[config.mk]
export PLATFORM = sky130hd
export DESIGN_NAME = crf_core
export DESIGN_NICKNAME = d
export VERILOG_FILES = /design/src/logic/crf_pkg.sv /design/src/logic/crf_core.sv
export VERILOG_INCLUDE_DIRS = /design/src /design/src/logic
export SDC_FILE = /design/constraint.sdc
export NUM_CORES = 1
export LEC_CHECK = 0
export BUFFER_PORTS_ARGS = -buffer_cell sky130_fd_sc_hd__buf_2
export CAP_MARGIN = 10
export CORE_MARGIN = 4
export CORE_UTILIZATION = 31
export CTS_BUF_LIST = sky130_fd_sc_hd__clkbuf_4 sky130_fd_sc_hd__clkbuf_8
export DETAILED_ROUTE_END_ITERATION = 12
export PLACE_DENSITY = 0.68
export SLEW_MARGIN = 20
export SYNTH_ARGS = -nofsm -noshare
export SYNTH_HDL_FRONTEND = slang
export SYNTH_SLANG_ARGS = --single-unit
[constraint.sdc]
create_clock -name clk -period 1.3 [get_ports clk]
set_input_delay 0.13 -clock clk [delete_from_list [all_inputs] [get_ports clk]]
set_output_delay 0.13 -clock clk [all_outputs]
set_load 0.03 [all_outputs]
[src/logic/crf_regs.svh]
// constants of the cpu register set: bit positions, reset values
`ifndef CRF_REGS_SVH
`define CRF_REGS_SVH
`define CRF_CC_C_BIT 0
`define CRF_CC_Z_BIT 1
`define CRF_CC_N_BIT 2
`define CRF_CC_I_BIT 3
`define CRF_CC_H_BIT 4
`define CRF_CC_RESET 8'he8
`define CRF_CC_ONES 8'he0
`define CRF_PC_RESET 16'h0000
`define CRF_DATA_RESET 8'h00
`endif

[src/logic/crf_pkg.sv]
// types of the cpu register set
package crf_pkg;
  // register-set operation issued by the instruction decoder
  typedef enum logic [3:0] {
    CRF_OP_NOP, CRF_OP_RESULT, CRF_OP_LD_PC, CRF_OP_PC_INC,
    CRF_OP_SET_CARRY, CRF_OP_CLR_CARRY, CRF_OP_SET_MASK, CRF_OP_CLR_MASK,
    CRF_OP_POP_FLAGS, CRF_OP_INT_ENTRY, CRF_OP_RET_FLAGS
  } crf_op_t;
  // destination of a result
  typedef enum logic [1:0] {CRF_DST_NONE, CRF_DST_A, CRF_DST_X, CRF_DST_Y} crf_dst_t;
  // branch condition under test
  typedef enum logic [3:0] {
    CRF_BR_HC, CRF_BR_NHC, CRF_BR_M, CRF_BR_NM, CRF_BR_MI, CRF_BR_PL,
    CRF_BR_EQ, CRF_BR_NE, CRF_BR_C, CRF_BR_NC
  } crf_cond_t;
  // one command per cycle from the decoder and alu
  typedef struct packed {
    crf_op_t op;
    crf_dst_t dst;
    logic [7:0] res;
    logic nz_en;
    logic c_en;
    logic cout;
    logic h_en;
    logic hcarry;
    logic is_trap;
    logic [15:0] pc_data;
  } crf_cmd_t;
  // programmer view of the registers
  typedef struct packed {
    logic [7:0] acc;
    logic [7:0] idx_x;
    logic [7:0] idx_y;
    logic [15:0] pc;
    logic [7:0] cc;
  } crf_view_t;
  // whole state of the block
  typedef struct packed {
    logic [7:0] acc;
    logic [7:0] idx_x;
    logic [7:0] idx_y;
    logic [15:0] pc;
    logic h;
    logic i;
    logic n;
    logic z;
    logic c;
    logic pend;
  } crf_state_t;
endpackage

[src/logic/crf_core.sv]
// cpu register set with condition code flags and pending interrupt latch
// Notes on behaviour
// RQ1 - eight-bit accumulator holds operands and results
// RQ2 - two eight-bit index registers
// RQ3 - interrupt stacking never touches second index
// RQ4 - sixteen-bit instruction pointer, low and high bytes
// RQ5 - flags reset to 111x1xxx, mask set
// RQ6 - flags pushable, poppable, each bit testable
// RQ7 - add sets half carry from bit three
// RQ8 - half-carry branches read half-carry flag
// RQ9 - mask set on entry, blocks all but trap
// RQ10 - mask cleared, set, restored and tested
// RQ11 - requests while masked stay pending
// RQ12 - clearing mask takes pending requests immediately
// RQ13 - negative flag copies result bit seven
// RQ14 - minus and plus branches read negative
// RQ15 - zero flag follows zero result
// RQ16 - equal branches read zero flag
// RQ17 - carry follows overflow, writable by software
// RQ18 - carry forced, tested, updated by shifts
// RQ19 - registers have no memory address
// RQ20 - flag bits seven, six, five read one
`include "crf_regs.svh"
module crf_core (
  input wire logic clk,
  input wire logic rst,
  input crf_pkg::crf_cmd_t cmd,
  input crf_pkg::crf_cond_t br_cond,
  input wire logic irq_req,
  output crf_pkg::crf_view_t view,
  output logic [7:0] pc_low,
  output logic [7:0] pc_high,
  output logic br_taken,
  output logic irq_take
);
  import crf_pkg::*;

  // registered and next state
  crf_state_t st_r;
  crf_state_t st_nxt;
  // flag byte as read and as written
  logic [7:0] cc_rd;
  logic [7:0] cc_wr;

  // flag byte assembly, fixed ones in the top bits
  // RQ20 fixed one bits
  always_comb begin
    cc_rd = `CRF_CC_ONES;
    cc_rd[`CRF_CC_H_BIT] = st_r.h;
    cc_rd[`CRF_CC_I_BIT] = st_r.i;
    cc_rd[`CRF_CC_N_BIT] = st_r.n;
    cc_rd[`CRF_CC_Z_BIT] = st_r.z;
    cc_rd[`CRF_CC_C_BIT] = st_r.c;
  end

  // popped byte; top bits are ignored
  assign cc_wr = cmd.res;

  // next state from the decoder command
  always_comb begin
    st_nxt = st_r;
    // RQ11 latch requests while masked
    if (irq_req) begin
      st_nxt.pend = 1'b1;
    end
    unique case (cmd.op)
      // idle cycle, state held
      CRF_OP_NOP: begin
      end
      // alu or load result
      CRF_OP_RESULT: begin
        // RQ1 accumulator write
        if (cmd.dst == CRF_DST_A) begin
          st_nxt.acc = cmd.res;
        end
        // RQ2 index register write
        if (cmd.dst == CRF_DST_X) begin
          st_nxt.idx_x = cmd.res;
        end
        if (cmd.dst == CRF_DST_Y) begin
          st_nxt.idx_y = cmd.res;
        end
        // RQ13 negative from bit seven
        if (cmd.nz_en) begin
          st_nxt.n = cmd.res[7];
          // RQ15 zero on null result
          st_nxt.z = (cmd.res == 8'h00);
        end
        // RQ17 carry from alu
        if (cmd.c_en) begin
          st_nxt.c = cmd.cout;
        end
        // RQ7 half carry on add
        if (cmd.h_en) begin
          st_nxt.h = cmd.hcarry;
        end
      end
      // RQ4 pointer load
      CRF_OP_LD_PC: begin
        st_nxt.pc = cmd.pc_data;
      end
      // RQ4 pointer step, wraps
      CRF_OP_PC_INC: begin
        st_nxt.pc = st_r.pc + 16'h0001;
      end
      // RQ18 carry forced by software
      CRF_OP_SET_CARRY: begin
        st_nxt.c = 1'b1;
      end
      // RQ18 carry cleared by software
      CRF_OP_CLR_CARRY: begin
        st_nxt.c = 1'b0;
      end
      // RQ10 mask set by software
      CRF_OP_SET_MASK: begin
        st_nxt.i = 1'b1;
      end
      // RQ10 mask cleared by software
      CRF_OP_CLR_MASK: begin
        st_nxt.i = 1'b0;
      end
      // RQ6 flags from stack
      CRF_OP_POP_FLAGS, CRF_OP_RET_FLAGS: begin
        st_nxt.h = cc_wr[`CRF_CC_H_BIT];
        st_nxt.i = cc_wr[`CRF_CC_I_BIT];
        st_nxt.n = cc_wr[`CRF_CC_N_BIT];
        st_nxt.z = cc_wr[`CRF_CC_Z_BIT];
        st_nxt.c = cc_wr[`CRF_CC_C_BIT];
      end
      // RQ9 mask set on entry
      CRF_OP_INT_ENTRY: begin
        st_nxt.i = 1'b1;
        st_nxt.pc = cmd.pc_data;
        // RQ3 second index left alone
        st_nxt.idx_y = st_r.idx_y;
        // a new request in this cycle wins over the clear
        if (!cmd.is_trap && !irq_req) begin
          st_nxt.pend = 1'b0;
        end
      end
      // unused op codes leave state
      default: begin
      end
    endcase
  end

  // state register
  // RQ5 reset pattern
  always_ff @(posedge clk or posedge rst) begin
    if (rst) begin
      st_r.acc <= `CRF_DATA_RESET;
      st_r.idx_x <= `CRF_DATA_RESET;
      st_r.idx_y <= `CRF_DATA_RESET;
      st_r.pc <= `CRF_PC_RESET;
      st_r.h <= 1'b0;
      st_r.i <= 1'b1;
      st_r.n <= 1'b0;
      st_r.z <= 1'b0;
      st_r.c <= 1'b0;
      st_r.pend <= 1'b0;
    end else begin
      st_r <= st_nxt;
    end
  end

  // register view; no address decode anywhere
  // RQ19 instruction-only access
  assign view.acc = st_r.acc;
  assign view.idx_x = st_r.idx_x;
  assign view.idx_y = st_r.idx_y;
  assign view.pc = st_r.pc;
  assign view.cc = cc_rd;
  // RQ4 pointer bytes
  assign pc_low = st_r.pc[7:0];
  assign pc_high = st_r.pc[15:8];

  // RQ12 pending taken once unmasked
  assign irq_take = st_r.pend && !st_r.i;

  // branch condition evaluation
  always_comb begin
    unique case (br_cond)
      // RQ8 half carry tests
      CRF_BR_HC: br_taken = st_r.h;
      CRF_BR_NHC: br_taken = !st_r.h;
      // RQ10 mask tests
      CRF_BR_M: br_taken = st_r.i;
      CRF_BR_NM: br_taken = !st_r.i;
      // RQ14 sign tests
      CRF_BR_MI: br_taken = st_r.n;
      CRF_BR_PL: br_taken = !st_r.n;
      // RQ16 zero tests
      CRF_BR_EQ: br_taken = st_r.z;
      CRF_BR_NE: br_taken = !st_r.z;
      // RQ18 carry tests
      CRF_BR_C: br_taken = st_r.c;
      CRF_BR_NC: br_taken = !st_r.c;
      default: br_taken = 1'b0;
    endcase
  end
endmodule

### Word-level counts from Yosys, hierarchy flattened

Cells that the tools add are included.

* register bits: 46
* input port bits: 43
* output and inout bits: 66
* logic and storage cells: 72

* $add $sub $neg: 1
* equality and inequality tests: 25
* mux-type cells: 12
* reductions and logical operators: 24

Operators with widths (count)
* equality test 4 x 3 -> 1 bit (second input constant): 8
* case mux 16 bit (2 select lines): 1
* equality test 4 bit (second input constant): 5
* adder 16 x 1 -> 16 bit (second input constant): 1
* equality test 4 x 2 -> 1 bit (second input constant): 4
* AND reduction 2 bit: 6
* case mux 1 bit (10 select lines): 1
* equality test 4 x 1 -> 1 bit (second input constant): 2
* logical NOT 8 bit: 1
* logical NOT 1 bit: 7
* != test 2 bit (second input constant): 3
* OR reduction 2 bit: 3
* 2-to-1 mux 1 bit: 5
* equality test 2 bit (second input constant): 2
* logical NOT 4 bit: 1
* case mux 1 bit (4 select lines): 1
* case mux 2 bit (2 select lines): 1
* nonzero test 2 bit: 2
* nonzero test 4 bit: 1
* case mux 1 bit (3 select lines): 1
* nonzero test 3 bit: 1
* equality test 2 x 1 -> 1 bit (second input constant): 1
* logical AND 1 bit: 2
* 2-to-1 mux 2 bit: 1
* case mux 1 bit (2 select lines): 1

### Longest topological paths before layout

Gate-level depths: netlist (run 1).

* depth in word-level cells: 4
* depth in mapped cells: 7
* mapped depth without buffers: 5

### Worst setup path before layout (run 1)

Ideal clock, no wire load.

* kind: register to output
* start: register st_r, in the netlist view[1]
* end: output port br_taken
* arrival: 1487 ps
* data required time: 1170 ps
* path slack: -317 ps
* cell stages (with the launch flop): 5
* buffers on the path: 0
* path through: dfrtp_1 mux4_2 nor2_1 a21oi_1 a21oi_1

* word-level cells in the longest chain between the ends: 2

Ends and longest elaborated chain
* from (decl): RTL line crf_core.sv:39 `crf_state_t st_r;`
* from (signal assigned): RTL line crf_core.sv:162 `st_r <= st_nxt;`
* logical NOT 1 bit: RTL line crf_core.sv:194 `CRF_BR_NE: br_taken = !st_r.z;`
* case mux 1 bit (10 select lines) (*): RTL line crf_core.sv:182 `unique case (br_cond)`
* to (decl): RTL line crf_core.sv:33 `output logic br_taken,`

Every way passes the cells marked *; elsewhere a longest branch is shown, timed or not.

### Final worst setup path (run 1)

Same ends and word-level chain as after synthesis.

==> results.yml, run 1 <==
floorplanning:
  placement_rows: 34
  placeableCoreArea_um2: 8890
  io-pin-count: 109
  initial_utilization_pct: 32.4
  chipWidth_um: 104
  dieArea_um2: 10900
  die_ht_um: 104
global_routing:
  pin_count_of_the_biggest_net_entering_global_routing: 47
  first_global_vias: 2446
  grt_antenna_before_repair: 0
  globalRouteTotalUtil_pct: 13.6
  wire_length_of_the_first_global_routing_pass_mm: 12.4
  grt.overflow.total: 0
clocking:
  numCtsBuffers: 5
  insertion_delay_ps: 300
  cts-root-to-sink-buffers: 2
  cts.clk_slew.worst_paths_ps: 90
  clock_sink_count: 46
  tritoncts_clock_tree: "done"
  cts-root-buf: "sky130_fd_sc_hd__clkbuf_8"
  ctsHtreeMaxLevel: 2
pwr:
  power.static_leakage_nw: 1.73
  ir_worst_vdd_mv: 0.488
  pwr_density_cell_nw_per_um2: 1530
logic_synthesis:
  synth-seq-area-share_pct: 40.0
  synth_cell_type_count: 47
  synth_top_flop_cell: "sky130_fd_sc_hd__dfrtp_1"
  synthArstFlopShare_pct: 100
  synth-warning-count: 0
  post_synth_inst_count: 288
  number_of_enable_flip_flop_cells_after_synthesis: 0
  syn-mean-instance-area_um2: 10.0
  flops_latches_synth: 46
  summed_instance_area_of_the_synthesized_netlist_um2: 2880
sta:
  hold-worst-slack_ps: 35.9
  final_hold_viol_count: 0
  max_slew_violation_count: 0
  max_freq_mhz: 555
  timing.final.crit_period_ps: 1800
  final_setup_violation_count: 9
  grt_setup_unrepaired: "yes"
  clock_skew_ps: 1.51
  worst_setup_slack_final_ps: -503
  min_period_over_period_pct: 139
place:
  dpl_cell_area_um2: 3380
  place_ws_ps: -240
  place_congestion: 0.821
  port_buffers: 105
  dp_hpwl_mm: 5.62
setup_path:
  critical_path_required_ps: 1170
  critical_path_class: "register to output port"
  timing.reg2reg.worst_path_depth: 5
  setup.worst_path.end_class: "output port"
  critical_path.max_fanout: 2
  worstPathArrival_ps: 1670
  worstSetupStartpointType: "register"
final_layout:
  area.growth.synth_to_final_pct: 25.4
  layout-drive-gt1-share_pct: 57.2
  multi_input_comb_area_um2: 1270
  final_design_instance_area_without_fill_um2: 3620
  fillerInstances: 852
  regArea_um2: 1150
  antenna_cells: 0
  finish.net_count: 412
drt:
  count_of_antenna_violating_nets_left_after_detailed_routing: 0
  detailedRoute.firstPassIterationCount: 4
  starting_drt_drc_count: 91
  postRouteWirelength_mm: 7.62
  avgRoutedWirePerCell_um: 16.0
  drcViolationCount: 0
  total_via_count_in_the_routed_design: 2371
  vias_per_cell: 4.97
hold_path:
  timing.hold.worst.class: "input port to register"
  holdPathStages: 2
run_status:
  status: "complete, but fails checks"
  failed_checks: "setup timing"
job:
  drv.max_cap_violation_count: 0
-- through the flow --
| step | power (mW) | instances | TNS (ps) | util, % |
|---|---|---|---|---|
| 2_1_floorplan | 4.10 | 290 | -3070 | - |
| 3_3_place_gp | 4.43 | 465 | -2770 | 38.0 |
| 3_5_place_dp | 4.47 | 465 | -3220 | 38.0 |
| 4_1_cts | 5.47 | 476 | -751 | 39.7 |
| 5_1_grt | 5.85 | 477 | -1720 | 40.7 |
| 6_report | 5.53 | 477 | -848 | 40.7 |
-- cell usage in the layout, fill, tap and decap left out, drive strengths merged, types with 4 or more instances in the layout --
| master | count |
|---|---|
| a21oi | 18 |
| a2bb2oi | 11 |
| and3 | 5 |
| buf | 148 |
| clkbuf | 5 |
| dfrtp | 45 |
| inv | 5 |
| mux2 | 24 |
| nand2 | 15 |
| nand3 | 13 |
| nand4 | 10 |
| nor2 | 4 |
| o21ai | 13 |
| o22ai | 9 |
-- final timing paths --
| check | start | endpoint | slack, ps |
|---|---|---|---|
| setup / recovery | view[1] | br_taken | -500 |
| hold reg to reg | view[40] | view[40] | 510 |
| max in group asynchronous | rst | view[3] | 620 |
| setup reg to reg | pc_low[1] | pc_high[4] | -110 |
| min in group asynchronous | rst | view[32] | 400 |
| hold / removal | irq_req | st_r[0] | 40 |
-- routing by layer --
layer  vias to the layer above  global-route usage, %  share of wire, %  wire, µm
met1                      1151                   16.2                41      3100
met3                        15                   2.30               5.0       384
met2                        70                   24.5                52      3970
met4                         0                   4.56               2.1       158
met5                         -                      0                 0         0
li1                       1135                      -                 -         -
-- cell type report --
cell class / instances / share of cell area [%]
clock buffers: 5 / 1.90
clock inverters: 3 / 0.588
inverters: 5 / 0.519
multi-input cells: 161 / 35.2
flip-flops and latches: 46 / 31.9
well taps: 108 / 3.74
repair buffers: 149 / 26.2
-- synthesized netlist by cell type, types with 3 or more instances --
cell                        instances  share of area, %
sky130_fd_sc_hd__nor2_1             4              0.52
sky130_fd_sc_hd__o22ai_1            9               2.0
sky130_fd_sc_hd__inv_1              5              0.65
sky130_fd_sc_hd__and3_1             5               1.1
sky130_fd_sc_hd__mux2i_1            3               1.0
sky130_fd_sc_hd__buf_4             67                17
sky130_fd_sc_hd__nand3_1           12               2.1
sky130_fd_sc_hd__mux2_2            24               9.4
sky130_fd_sc_hd__a2bb2oi_1         11               3.3
sky130_fd_sc_hd__a21oi_1           18               3.1
sky130_fd_sc_hd__and4_1             3              0.91
sky130_fd_sc_hd__nand4_1           10               2.2
sky130_fd_sc_hd__nand2_1           15               2.0
sky130_fd_sc_hd__nand2b_1           3              0.65
sky130_fd_sc_hd__dfrtp_1           45                39
sky130_fd_sc_hd__clkbuf_1           6              0.78
sky130_fd_sc_hd__o21ai_0           12               2.1
-- registers in the layout, indices dropped and copies added (netlist names) --
signal	cells
pc_low	8
view	29
pc_high	8
st_r	1
-- logic make-up (layout without fill, tap and decap cells) --
group	after synthesis	count (layout)	share of synthesized area (%)
DFF	46	46	40.0
muxes	28	28	11.2
adders and majority gates	1	1	0.434
other	1	3	0.130
AOI/OAI and AO/OA	62	62	13.8
buffers and inverters	83	162	20.1
and+or+nand+nor	67	67	14.4
-- power by group --
group	switching [mW]	leakage (nW)	internal, mW	total, mW
sequential	0.205	0.553	1.72	1.93
combinational	1.65	1.13	1.03	2.68
clock	0.537	0.0441	0.379	0.917
total	2.39	1.73	3.14	5.53
-- timing repair --
item / CTS / global route
setup buffers: 2 / 2
setup endpoints to repair: 13 / 18
resized for setup: 11 / 23
pin swaps: 10 / 17
hold endpoints to repair: 45 / 0
hold buffers: 1 / 0
-- worst max-delay path: stages, from the launching register on --
cell	delay, ps
sky130_fd_sc_hd__dfrtp_1	380
sky130_fd_sc_hd__mux4_2	510
sky130_fd_sc_hd__a221oi_2	290
sky130_fd_sc_hd__a21oi_2	60
sky130_fd_sc_hd__buf_6	140
No activity file was read; power rests on OpenSTA's default activity.
==> run 2, diff against run 1 <==
--- a/config.mk
+++ b/config.mk
@@ -9,11 +9,12 @@
 export BUFFER_PORTS_ARGS = -buffer_cell sky130_fd_sc_hd__buf_2
 export CAP_MARGIN = 10
 export CORE_MARGIN = 4
-export CORE_UTILIZATION = 31
+export CORE_UTILIZATION = 40
 export CTS_BUF_LIST = sky130_fd_sc_hd__clkbuf_4 sky130_fd_sc_hd__clkbuf_8
 export DETAILED_ROUTE_END_ITERATION = 12
-export PLACE_DENSITY = 0.68
+export PLACE_DENSITY = 0.81
 export SLEW_MARGIN = 20
 export SYNTH_ARGS = -nofsm -noshare
 export SYNTH_HDL_FRONTEND = slang
 export SYNTH_SLANG_ARGS = --single-unit
+export TNS_END_PERCENT = 30
==> run 2 against run 1 <==
Net effect: the flow still finishes with violations (setup timing); sequential cell count unchanged; via count up 1.2%; hold slack lost 19 ps; non-clock buffer count is the same; routed wire length decreased by 4.6%; setup slack better by 13 ps; global-route usage rose by 2.9 points; register-to-register slack improved by 90 ps; count of clock-buffer cells in the layout unchanged.
==> results.yml, run 2 (synthesis gave the netlist of run 1 again) <==
drt:
  vias_per_cell: 5.16
  starting_drt_drc_count: 82
  total_via_count_in_the_routed_design: 2399
  postRouteWirelength_mm: 7.26
  avgRoutedWirePerCell_um: 15.6
  detailedRoute.firstPassIterationCount: 4
  count_of_antenna_violating_nets_left_after_detailed_routing: 0
  drcViolationCount: 0
sta:
  grt_setup_unrepaired: "yes"
  setup-tns-final_ps: -544
  max_freq_mhz: 558
  min_period_over_period_pct: 138
  worst_setup_slack_final_ps: -491
  clock_skew_ps: 1.92
  final_setup_violation_count: 5
  final_hold_viol_count: 0
  timing.final.crit_period_ps: 1790
  max_slew_violation_count: 0
global_routing:
  wire_length_of_the_first_global_routing_pass_mm: 11.4
  grt_antenna_before_repair: 0
  grt.overflow.total: 0
  first_global_vias: 2363
  globalRouteTotalUtil_pct: 16.5
  pin_count_of_the_biggest_net_entering_global_routing: 47
final_layout:
  final_common_cell: "sky130_fd_sc_hd__buf_2"
  antenna_cells: 0
  instances_no_fill: 465
  layout-drive-gt1-share_pct: 56.4
  fillerInstances: 651
  final_cell_mix: "sky130_fd_sc_hd__buf_2, sky130_fd_sc_hd__dfrtp_1, sky130_fd_sc_hd__buf_4"
  largest_register_ff_count: 29
  finish.net_count: 412
  fin_util_pct: 51.4
  area.growth.synth_to_final_pct: 23.0
clocking:
  insertion_delay_ps: 300
  numCtsBuffers: 5
  tritoncts_clock_tree: "done"
  ctsHtreeMaxLevel: 2
  cts-root-buf: "sky130_fd_sc_hd__clkbuf_8"
  clock_sink_count: 46
  cts.clk_slew.worst_paths_ps: 90
  cts-root-to-sink-buffers: 2
setup_path:
  critical_path_required_ps: 1170
  critical_path_class: "register to output port"
  reg2reg_to: "pc_high[4]"
  worst_r2r_startpoint: "pc_low[1]"
  ff2ff_setup_slack_ps: -20
  worstSetupStartpointType: "register"
  worstPathArrival_ps: 1660
  timing.reg2reg.worst_path_depth: 5
  setup.worst_path.end_class: "output port"
  critical_path.max_fanout: 2
pwr:
  report.power.total_mw: 5.44
  power.static_leakage_nw: 1.71
  pwr_density_cell_nw_per_um2: 1530
  ir_worst_vdd_mv: 0.491
floorplanning:
  dieArea_um2: 8630
  chipWidth_um: 92.9
  io-pin-count: 109
  placeableCoreArea_um2: 6910
  placement_rows: 30
  die_ht_um: 92.9
  initial_utilization_pct: 41.8
hold_path:
  hold_crit_endpoint: "st_r[0]"
  min_from: "irq_req"
  timing.hold.worst.class: "input port to register"
  holdPathStages: 2
job:
  drv.max_cap_violation_count: 0
place:
  place_ws_ps: -252
  port_buffers: 105
  place_congestion: 0.846
  number_of_placed_cells_counting_well_taps: 451
  dp_hpwl_mm: 5.42
run_status:
  status: "complete, but fails checks"
  failed_checks: "setup timing"
[run 2: cell types whose count changed in the layout (fill, tap and decap cells not counted), moves of 2 or more]
cell,previous run,this run
sky130_fd_sc_hd__buf_6,8,3
sky130_fd_sc_hd__buf_2,101,103
sky130_fd_sc_hd__o21ai_0,6,9
sky130_fd_sc_hd__buf_4,35,38
sky130_fd_sc_hd__o21ai_1,7,4
[run 2: worst max path at each step]
stage / start / end / slack, ps
after global routing: view[1] / br_taken / -590
after floorplan: view[1] / br_taken / -150
after global placement: view[1] / br_taken / -220
after detailed placement: view[1] / br_taken / -250
final: view[1] / br_taken / -490
after CTS: view[1] / br_taken / -500
[run 2: per-stage QoR]
step	hold WS, ps	cell area, µm²
after CTS	14.4	3480
after floorplan	238	2950
after detailed placement	188	3340
after global placement	188	3340
after global routing	21.6	3550
final	16.5	3550
[run 2: layout make-up]
class                      count  area, µm²  share of cell area, %
tap                           96        120                   3.39
timing repair buffer         149        925                   26.1
clock buffer                   5       68.8                   1.94
multi-input combinational    161       1240                   35.0
inverter                       5       18.8                  0.529
clock inverter                 3       21.3                  0.600
sequential                    46       1150                   32.5
[run 2: critical path, cell delays in order (launching register included)]
cell and delay, ps:
sky130_fd_sc_hd__dfrtp_1 390, sky130_fd_sc_hd__mux4_2 500, sky130_fd_sc_hd__a221oi_2 280, sky130_fd_sc_hd__a21oi_2 50, sky130_fd_sc_hd__buf_6 140
[run 2: repair_timing]
item | 4_1_cts | 5_1_grt
hold endpoints to repair | 45 | 0
setup endpoints to repair | 12 | 17
hold buffers | 1 | 0
pin swaps | 4 | 17
setup buffers | 2 | 3
resized for setup | 9 | 13
[run 2: per-layer routing]
metal / GRT usage [%] / wire [µm] / up-vias / share of wire [%]
li1: - / - / 1139 / -
met1: 20.1 / 2960 / 1179 / 41
met2: 28.7 / 3800 / 70 / 52
met3: 3.01 / 361 / 11 / 5.0
met4: 6.23 / 134 / 0 / 1.8
met5: 0 / 0 / - / 0
[run 2: where the power goes]
part           switching [mW]  total (mW)  internal [mW]
Clock                   0.518       0.897          0.379
Sequential              0.196        1.92           1.73
Combinational            1.62        2.62          0.999
Total                    2.34        5.44           3.10
